===== config.mk =====
export PLATFORM = sky130hd
export DESIGN_NAME = scr_router
export DESIGN_NICKNAME = d
export VERILOG_FILES = /design/src/core/scr_pkg.sv /design/src/core/scr_clk_div.sv /design/src/core/scr_router.sv
export VERILOG_INCLUDE_DIRS = /design/src /design/src/core
export SDC_FILE = /design/constraint.sdc
export NUM_CORES = 1
export LEC_CHECK = 0
export BUFFER_PORTS_ARGS = -buffer_cell sky130_fd_sc_hd__buf_2
export CORE_UTILIZATION = 60
export CTS_CLUSTER_DIAMETER = 120
export DETAILED_ROUTE_END_ITERATION = 8
export GPL_ROUTABILITY_DRIVEN = 0
export PLACE_DENSITY = 0.79
export SLEW_MARGIN = 20
export SYNTH_ARGS = -nofsm -noshare
export SYNTH_HDL_FRONTEND = slang
export SYNTH_HIERARCHICAL = 1
export SYNTH_SLANG_ARGS = --single-unit

===== constraint.sdc =====
create_clock -name clk -period 4.3 [get_ports clk]
set_clock_uncertainty 0.2 [all_clocks]
set_input_delay 0.43 -clock clk [delete_from_list [all_inputs] [get_ports clk]]
set_output_delay 0.43 -clock clk [all_outputs]
set_load 0.02 [all_outputs]

===== src/core/scr_defines.svh =====
// Register offsets, field positions, reset values and codes for the status clock router
`ifndef SCR_DEFINES_SVH
`define SCR_DEFINES_SVH
`define SCR_ROUTE_CTRL_ADDR   8'h2d
`define SCR_DIV_A_ADDR        8'h2e
`define SCR_DIV_B_ADDR        8'h2f
`define SCR_PRE_B_MSB         7
`define SCR_PRE_B_LSB         6
`define SCR_PRE_A_MSB         5
`define SCR_PRE_A_LSB         4
`define SCR_PIN_B_MSB         3
`define SCR_PIN_B_LSB         2
`define SCR_PIN_A_MSB         1
`define SCR_PIN_A_LSB         0
`define SCR_ROUTE_CTRL_RESET  8'h0a
`define SCR_DIV_RESET         8'h00
`define SCR_PRE_DIV4          3'h4
`define SCR_PRE_DIV5          3'h5
`define SCR_DIV_MIN_CODE      8'h05
`define SCR_DIV_MIN_RATIO     9'h006
`endif


===== src/core/scr_pkg.sv =====
// Types shared by the status clock router
package scr_pkg;
    typedef enum logic [1:0] {
        SCR_PRE_OFF  = 2'h0,
        SCR_PRE_4    = 2'h1,
        SCR_PRE_5    = 2'h2,
        SCR_PRE_RSVD = 2'h3
    } scr_pre_sel_t;
    typedef enum logic [1:0] {
        SCR_SRC_DIV_A  = 2'h0,
        SCR_SRC_DIV_B  = 2'h1,
        SCR_SRC_STATUS = 2'h2,
        SCR_SRC_OFF    = 2'h3
    } scr_pin_sel_t;
    typedef struct packed {
        scr_pre_sel_t pre_b;
        scr_pre_sel_t pre_a;
        scr_pin_sel_t pin_b;
        scr_pin_sel_t pin_a;
    } scr_route_ctrl_t;
    typedef struct packed {
        logic       wr_en;
        logic [7:0] addr;
        logic [7:0] wdata;
    } scr_reg_req_t;
endpackage


===== src/core/scr_clk_div.sv =====
// Enable-pulse divider chain: prescale then programmable CMOS divider
`timescale 1ns/100ps
`default_nettype none
`include "scr_defines.svh"
module scr_clk_div (
    input  wire logic              clk,
    input  wire logic              rst_b,
    input  wire logic              src_en,
    input  wire scr_pkg::scr_pre_sel_t pre_sel,
    input  wire logic [7:0]        div_code,
    output logic                   clk_out
);
    logic [2:0] pre_cnt_q;
    logic       pre_en;
    logic [2:0] pre_ratio;
    logic [8:0] ratio;
    logic [8:0] div_cnt_q;

    // Prescale ratio; reserved code behaves as off
    always_comb begin
        unique case (pre_sel)
            scr_pkg::SCR_PRE_4: pre_ratio = `SCR_PRE_DIV4;
            scr_pkg::SCR_PRE_5: pre_ratio = `SCR_PRE_DIV5;
            default:            pre_ratio = 3'h0;
        endcase
    end

    // Prescaler produces one enable per ratio source edges
    always_ff @(posedge clk or negedge rst_b) begin
        if (!rst_b) begin
            pre_cnt_q <= 3'h0;
        end else if (pre_ratio == 3'h0) begin
            pre_cnt_q <= 3'h0;
        end else if (src_en) begin
            pre_cnt_q <= (pre_cnt_q >= pre_ratio - 3'h1) ? 3'h0 : pre_cnt_q + 3'h1;
        end
    end
    assign pre_en = src_en && (pre_ratio != 3'h0) && (pre_cnt_q >= pre_ratio - 3'h1);

    // Codes 1..5 clamp to /6, code n above gives n+1
    assign ratio = (div_code <= `SCR_DIV_MIN_CODE) ? `SCR_DIV_MIN_RATIO
                                                 : {1'b0, div_code} + 9'h001;

    // Output toggles at half-period counts; odd ratios get a slightly uneven duty
    always_ff @(posedge clk or negedge rst_b) begin
        if (!rst_b) begin
            div_cnt_q <= 9'h000;
            clk_out   <= 1'b0;
        end else if (div_code == 8'h00 || pre_ratio == 3'h0) begin
            div_cnt_q <= 9'h000;
            clk_out   <= 1'b0;
        end else if (pre_en) begin
            if (div_cnt_q >= ratio - 9'h001) begin
                div_cnt_q <= 9'h000;
                clk_out   <= 1'b1;
            end else begin
                div_cnt_q <= div_cnt_q + 9'h001;
                if (div_cnt_q + 9'h001 == {1'b0, ratio[8:1]}) begin
                    clk_out <= 1'b0;
                end
            end
        end
    end
endmodule // scr_clk_div
`default_nettype wire


===== src/core/scr_router.sv =====
// Status pin clock router with its control and divider registers
`timescale 1ns/100ps
`default_nettype none
`include "scr_defines.svh"
// Functional notes
// - Bits 7:6 pick second prescaler: off, /4, /5, reserved.
// - Bits 5:4 pick first prescaler: off, /4, /5, reserved.
// - Both prescaler fields reset to zero, prescalers disabled.
// - Bits 3:2 route pin B: divider A, divider B, status, off.
// - Bits 1:0 route pin A the same way; resets to status.
// - Each pin picks either divider independently of the other.
// - Divider A follows first prescaler, divider B follows second.
// - Divider code 0 off, 1..5 give /6, n gives /(n+1).
module scr_router (
    input  wire logic                  clk,
    input  wire logic                  rst_b,
    input  wire scr_pkg::scr_reg_req_t reg_req,
    input  wire logic                  synth_a_en,
    input  wire logic                  synth_b_en,
    input  wire logic                  status_a,
    input  wire logic                  status_b,
    output logic [7:0]                 reg_rdata,
    output logic                       aux_pin_a,
    output logic                       aux_pin_a_oe_b,
    output logic                       aux_pin_b,
    output logic                       aux_pin_b_oe_b
);
    scr_pkg::scr_route_ctrl_t cmos_clock_route_control_q;
    logic [7:0]               cmos_divider_a_q;
    logic [7:0]               cmos_divider_b_q;
    logic [1:0]               synth_en;
    logic [1:0]               status_in;
    scr_pkg::scr_pre_sel_t    pre_sel [2];
    scr_pkg::scr_pin_sel_t    pin_sel [2];
    logic [7:0]               div_code [2];
    logic [1:0]               div_clk;
    logic [1:0]               pin_q;
    logic [1:0]               pin_oe_b_q;

    // Register writes; fields come up disabled, pins on status
    always_ff @(posedge clk or negedge rst_b) begin
        if (!rst_b) begin
            cmos_clock_route_control_q <= scr_pkg::scr_route_ctrl_t'(`SCR_ROUTE_CTRL_RESET);
            cmos_divider_a_q           <= `SCR_DIV_RESET;
            cmos_divider_b_q           <= `SCR_DIV_RESET;
        end else if (reg_req.wr_en) begin
            unique case (reg_req.addr)
                `SCR_ROUTE_CTRL_ADDR: cmos_clock_route_control_q <=
                    scr_pkg::scr_route_ctrl_t'(reg_req.wdata);
                `SCR_DIV_A_ADDR:      cmos_divider_a_q <= reg_req.wdata;
                `SCR_DIV_B_ADDR:      cmos_divider_b_q <= reg_req.wdata;
                default: ;
            endcase
        end
    end

    // Registered readback; unmapped addresses read zero
    always_ff @(posedge clk or negedge rst_b) begin
        if (!rst_b) begin
            reg_rdata <= 8'h00;
        end else begin
            unique case (reg_req.addr)
                `SCR_ROUTE_CTRL_ADDR: reg_rdata <= cmos_clock_route_control_q;
                `SCR_DIV_A_ADDR:      reg_rdata <= cmos_divider_a_q;
                `SCR_DIV_B_ADDR:      reg_rdata <= cmos_divider_b_q;
                default:              reg_rdata <= 8'h00;
            endcase
        end
    end

    // Channel 0 is pin A with divider A, channel 1 pin B with divider B
    assign synth_en    = {synth_b_en, synth_a_en};
    assign status_in   = {status_b, status_a};
    assign pre_sel[0]  = cmos_clock_route_control_q.pre_a;
    assign pre_sel[1]  = cmos_clock_route_control_q.pre_b;
    assign pin_sel[0]  = cmos_clock_route_control_q.pin_a;
    assign pin_sel[1]  = cmos_clock_route_control_q.pin_b;
    assign div_code[0] = cmos_divider_a_q;
    assign div_code[1] = cmos_divider_b_q;

    // One channel per pin: status sync, divider chain, source select
    generate
        for (genvar ch = 0; ch < 2; ch++) begin : g_chan
            logic [1:0] stat_s_q;

            // Status flags come from other logic; synchronise before use
            always_ff @(posedge clk or negedge rst_b) begin
                if (!rst_b) begin
                    stat_s_q <= 2'h0;
                end else begin
                    stat_s_q <= {stat_s_q[0], status_in[ch]};
                end
            end

            // Divider A rides the first synth, divider B the second
            scr_clk_div u_div (
                .clk      (clk),
                .rst_b    (rst_b),
                .src_en   (synth_en[ch]),
                .pre_sel  (pre_sel[ch]),
                .div_code (div_code[ch]),
                .clk_out  (div_clk[ch])
            );

            // Either pin may take either divider; registered so pins leave flops
            always_ff @(posedge clk or negedge rst_b) begin
                if (!rst_b) begin
                    pin_q[ch]      <= 1'b0;
                    pin_oe_b_q[ch] <= 1'b0;
                end else begin
                    pin_oe_b_q[ch] <= 1'b0;
                    unique case (pin_sel[ch])
                        scr_pkg::SCR_SRC_DIV_A:  pin_q[ch] <= div_clk[0];
                        scr_pkg::SCR_SRC_DIV_B:  pin_q[ch] <= div_clk[1];
                        scr_pkg::SCR_SRC_STATUS: pin_q[ch] <= stat_s_q[1];
                        scr_pkg::SCR_SRC_OFF: begin
                            pin_q[ch]      <= 1'b0; // Low as well as released
                            pin_oe_b_q[ch] <= 1'b1;
                        end
                    endcase
                end
            end
        end
    endgenerate

    // Pins come straight from the channel flops
    assign aux_pin_a      = pin_q[0];
    assign aux_pin_a_oe_b = pin_oe_b_q[0];
    assign aux_pin_b      = pin_q[1];
    assign aux_pin_b_oe_b = pin_oe_b_q[1];
endmodule // scr_router
`default_nettype wire


==> flow_metrics.env <==
export IMPL_layout_commonest_cell="sky130_fd_sc_hd__dfrtp_1"
export IMPL_layout_drive_gt1_share_pct=21.0
export IMPL_dr_total_vias=4235
export IMPL_cap_violations=0
export IMPL_post_synth_top_flop="sky130_fd_sc_hd__dfrtp_1"
export IMPL_ys_warnings_count=6
export IMPL_drt_pass1_iter_count=5
export IMPL_antenna_found_initial=0
export IMPL_static_leakage_power_nw=2.50
export IMPL_tightest_slew_ns=0.850
export IMPL_vias_per_cell=6.24
export IMPL_gr_total_overflow=0
export IMPL_clk_transition_reported_paths_ns=0.08
export IMPL_ys_ff_latch=66
export IMPL_dpl_hpwl_um=8850
export IMPL_timing_worst_setup_path_type="flip-flop to flip-flop"
export IMPL_timing_final_setup_violations=0
export IMPL_met2RoutedLength_um=6020
export IMPL_status="complete, no violations"
export IMPL_cts_tree="yes"
export IMPL_post_synth_inst_count=527
export IMPL_io_buffer_count=34
export IMPL_synth_cell_types=50
export IMPL_core_rowCount=32
export IMPL_insertedDiodeCount=0
export IMPL_most_common_layout_cells="64 x sky130_fd_sc_hd__dfrtp_1, 55 x sky130_fd_sc_hd__nand2_1, 42 x sky130_fd_sc_hd__ha_1"
export IMPL_fin_ws_ns=0.152
export IMPL_net_count_of_the_mapped_netlist=592
export IMPL_route_detailed_wl_per_inst_um=18.0
export IMPL_worst_path_maximum_fanout=8
export IMPL_hold_viol_final=0
export IMPL_layout_nets=637
export IMPL_htree_levels=3
export IMPL_min_delay_path_class="primary input to flip-flop"
export IMPL_power_w=0.00149
export IMPL_fp_dieArea_um2=8520
export IMPL_synth_sequential_area_ratio_pct=33.8
export IMPL_grt_pass1_vias=4200
export IMPL_detailedRoute_firstIterationViolations=280
export IMPL_area_overhead_vs_synth_pct=11.3
export IMPL_startpoint_type="flip-flop"
export IMPL_slew_limit_headroom_pct=42.9
export IMPL_grt_max_degree=41
export IMPL_grt_setup_unrepaired="false"
export IMPL_start_util_pct=62.7
export IMPL_clk_insertion_delay_late_ns=0.36
export IMPL_clock_tree_root_cell="sky130_fd_sc_hd__clkbuf_8"
export IMPL_core_area_um2=7810
export IMPL_fmax_mhz=241
export IMPL_highest_metal_used="met4"
export IMPL_synthesis_area_per_instance_um2=9.29
export IMPL_wl_met1_um=5240
export IMPL_crit_required_ns=4.39
export IMPL_grt_usage_pct=29.8
export IMPL_pre_cts_ws_ns=-0.0300
export IMPL_synthesis_area_um2=4890
export IMPL_slew_violations=0
export IMPL_die_w_um=92.3
export IMPL_drc_errors=0
export IMPL_cts_repair_timing_setup_buffer_count=0
export IMPL_cts_inserted_buffers=9
export IMPL_worstSetupEndpointType="flip-flop"
export IMPL_cellPowerDensity_nw_per_um2=273
export IMPL_async_reset_ff_share_pct=100
export IMPL_clock_sink_count=66
export IMPL_period_share_pct=96.5
export IMPL_drtAntennaViolNets=0
export IMPL_dr_wl_met3_um=691
export IMPL_postRouteWirelength_um=12300
export IMPL_die_h_um=92.3
export IMPL_worstPathArrival_ns=4.24
export IMPL_synth_edf_count=0
export IMPL_cts_path_max_buffers=2
export IMPL_global_route_wire_length_before_repair_um=19900
export IMPL_shortest_clock_period_the_worst_path_allows_after_layout_ns=4.15
export IMPL_ir_worst_vdd_mv=0.169
export IMPL_top_level_ports=35
[stage by stage]
| stage | hold WS, ns | instance area (um2) | util (%) | setup TNS (ns) | instances |
|---|---|---|---|---|---|
| after floorplan | -0.0656 | 4890 | - | 0 | 527 |
| after global placement | 0.140 | 5200 | 66.6 | 0 | 660 |
| after detailed placement | 0.141 | 5200 | 66.6 | -0.0435 | 660 |
| after CTS | 0.114 | 5430 | 69.6 | 0 | 679 |
| after global routing | 0.131 | 5450 | 69.8 | 0 | 679 |
| final | 0.121 | 5450 | 69.8 | 0 | 679 |
[path summary, 6_finish.rpt]
check                                                start                                         to  slack (ns)  depth (start not counted)
max                        cmos_divider_b_q[6]$_DFFE_PN0P_   g_chan[1].u_div/div_cnt_q[0]$_DFFE_PN0P_        0.15                         14
min                                             reg_req[0]            cmos_divider_b_q[0]$_DFFE_PN0P_        0.12                          2
max reg2reg                cmos_divider_b_q[6]$_DFFE_PN0P_   g_chan[1].u_div/div_cnt_q[0]$_DFFE_PN0P_        0.15                         14
min reg2reg                g_chan[0].stat_s_q[0]$_DFF_PN0_            g_chan[0].stat_s_q[1]$_DFF_PN0_        0.15                          0
max in group asynchronous                            rst_b  cmos_clock_route_control_q[3]$_DFFE_PN1P_        2.50                          3
min in group asynchronous                            rst_b   g_chan[1].u_div/div_cnt_q[7]$_DFFE_PN0P_        0.43                          2
[power breakdown]
group	total, W	switching (W)	internal (W)
registers	0.000657	0.0000220	0.000635
clock network	0.000549	0.000277	0.000272
logic	0.000282	0.000163	0.000120
[synthesized netlist by cell type, types with 3 or more instances]
cell type,number,area [um2]
sky130_fd_sc_hd__a211oi_1,8,60.1
sky130_fd_sc_hd__o21a_1,8,60.1
sky130_fd_sc_hd__nand3_1,24,120
sky130_fd_sc_hd__nor2b_1,6,37.5
sky130_fd_sc_hd__nand2_1,55,206
sky130_fd_sc_hd__clkbuf_1,8,30.0
sky130_fd_sc_hd__nor2_1,30,113
sky130_fd_sc_hd__nand2b_1,8,50.1
sky130_fd_sc_hd__a22oi_1,12,90.1
sky130_fd_sc_hd__or2_2,6,37.5
sky130_fd_sc_hd__a21oi_1,22,110
sky130_fd_sc_hd__mux2i_1,6,60.1
sky130_fd_sc_hd__a21o_1,4,30.0
sky130_fd_sc_hd__o221ai_1,12,105
sky130_fd_sc_hd__mux2_2,36,405
sky130_fd_sc_hd__ha_1,42,526
sky130_fd_sc_hd__dfrtp_1,64,1600
sky130_fd_sc_hd__a31oi_1,4,25.0
sky130_fd_sc_hd__nand3b_1,4,30.0
sky130_fd_sc_hd__inv_1,26,97.6
sky130_fd_sc_hd__xnor2_1,22,193
sky130_fd_sc_hd__o21ai_0,16,80.1
sky130_fd_sc_hd__xor2_1,10,87.6
sky130_fd_sc_hd__nand4_1,6,37.5
sky130_fd_sc_hd__a2111oi_0,4,35.0
sky130_fd_sc_hd__and2_1,5,31.3
sky130_fd_sc_hd__or3_1,4,25.0
sky130_fd_sc_hd__nand4_2,3,37.5
sky130_fd_sc_hd__nor3_1,30,150
sky130_fd_sc_hd__and2b_2,4,35.0
[worst max-delay path, cell delays in order, from the launching register on]
cell and delay [ns]:
sky130_fd_sc_hd__dfrtp_1 0.47, sky130_fd_sc_hd__or4_4 0.58, sky130_fd_sc_hd__or3_1 0.38, sky130_fd_sc_hd__nand2_1 0.12, sky130_fd_sc_hd__ha_1 0.20, sky130_fd_sc_hd__nand3_1 0.14, sky130_fd_sc_hd__o41ai_1 0.34, sky130_fd_sc_hd__o31ai_1 0.14
sky130_fd_sc_hd__o21ai_0 0.10, sky130_fd_sc_hd__ha_1 0.27, sky130_fd_sc_hd__nor2b_1 0.14, sky130_fd_sc_hd__a2111oi_2 0.37, sky130_fd_sc_hd__o21ai_1 0.18, sky130_fd_sc_hd__a21boi_0 0.27, sky130_fd_sc_hd__mux2_2 0.20
[cells by family after synthesis]
family / share of synthesized area [%]
AOI/OAI and AO/OA: 14.2
xor gates and xnor gates: 6.65
adders and majority gates: 10.7
buffers and inverters: 3.58
DFF: 33.8
muxes: 9.51
and+or+nand+nor: 21.6
[sequential cells by signal (all words and copies together) (netlist names)]
name and flops:
g_chan.u_div/clk_out 2, g_chan.u_div/div_cnt_q 18, aux_pin_b 1, cmos_divider_b_q 8, aux_pin_b_oe_b 1, g_chan.u_div/pre_cnt_q 6, g_chan.stat_s_q 4, aux_pin_a 1
cmos_divider_a_q 8, reg_rdata 8, aux_pin_a_oe_b 1, cmos_clock_route_control_q 8
[per-layer routing]
layer,track usage [%],vias to the layer above
met2,51.2,154
met4,13.0,0
met5,0,-
met3,5.75,31
li1,-,2016
met1,36.2,2034
[layout make-up]
| class | count | area, um2 |
|---|---|---|
| Clock buffer | 9 | 124 |
| Inverter | 26 | 97.6 |
| Tap cell | 102 | 128 |
| Timing Repair Buffer | 48 | 283 |
| Fill cell | 607 | 2360 |
| Clock inverter | 7 | 77.6 |
| Multi-Input combinational cell | 421 | 3090 |
| Sequential cell | 66 | 1650 |
[what timing repair did]
action | in CTS | in global routing
endpoints found under the hold margin | 28 | 0
resized for setup | 1 | 8
pin swaps | 0 | 0
cloned | 0 | 0
hold buffers | 3 | 0
setup endpoints to repair | 3 | 20
Power figures use the tool's default switching activity.
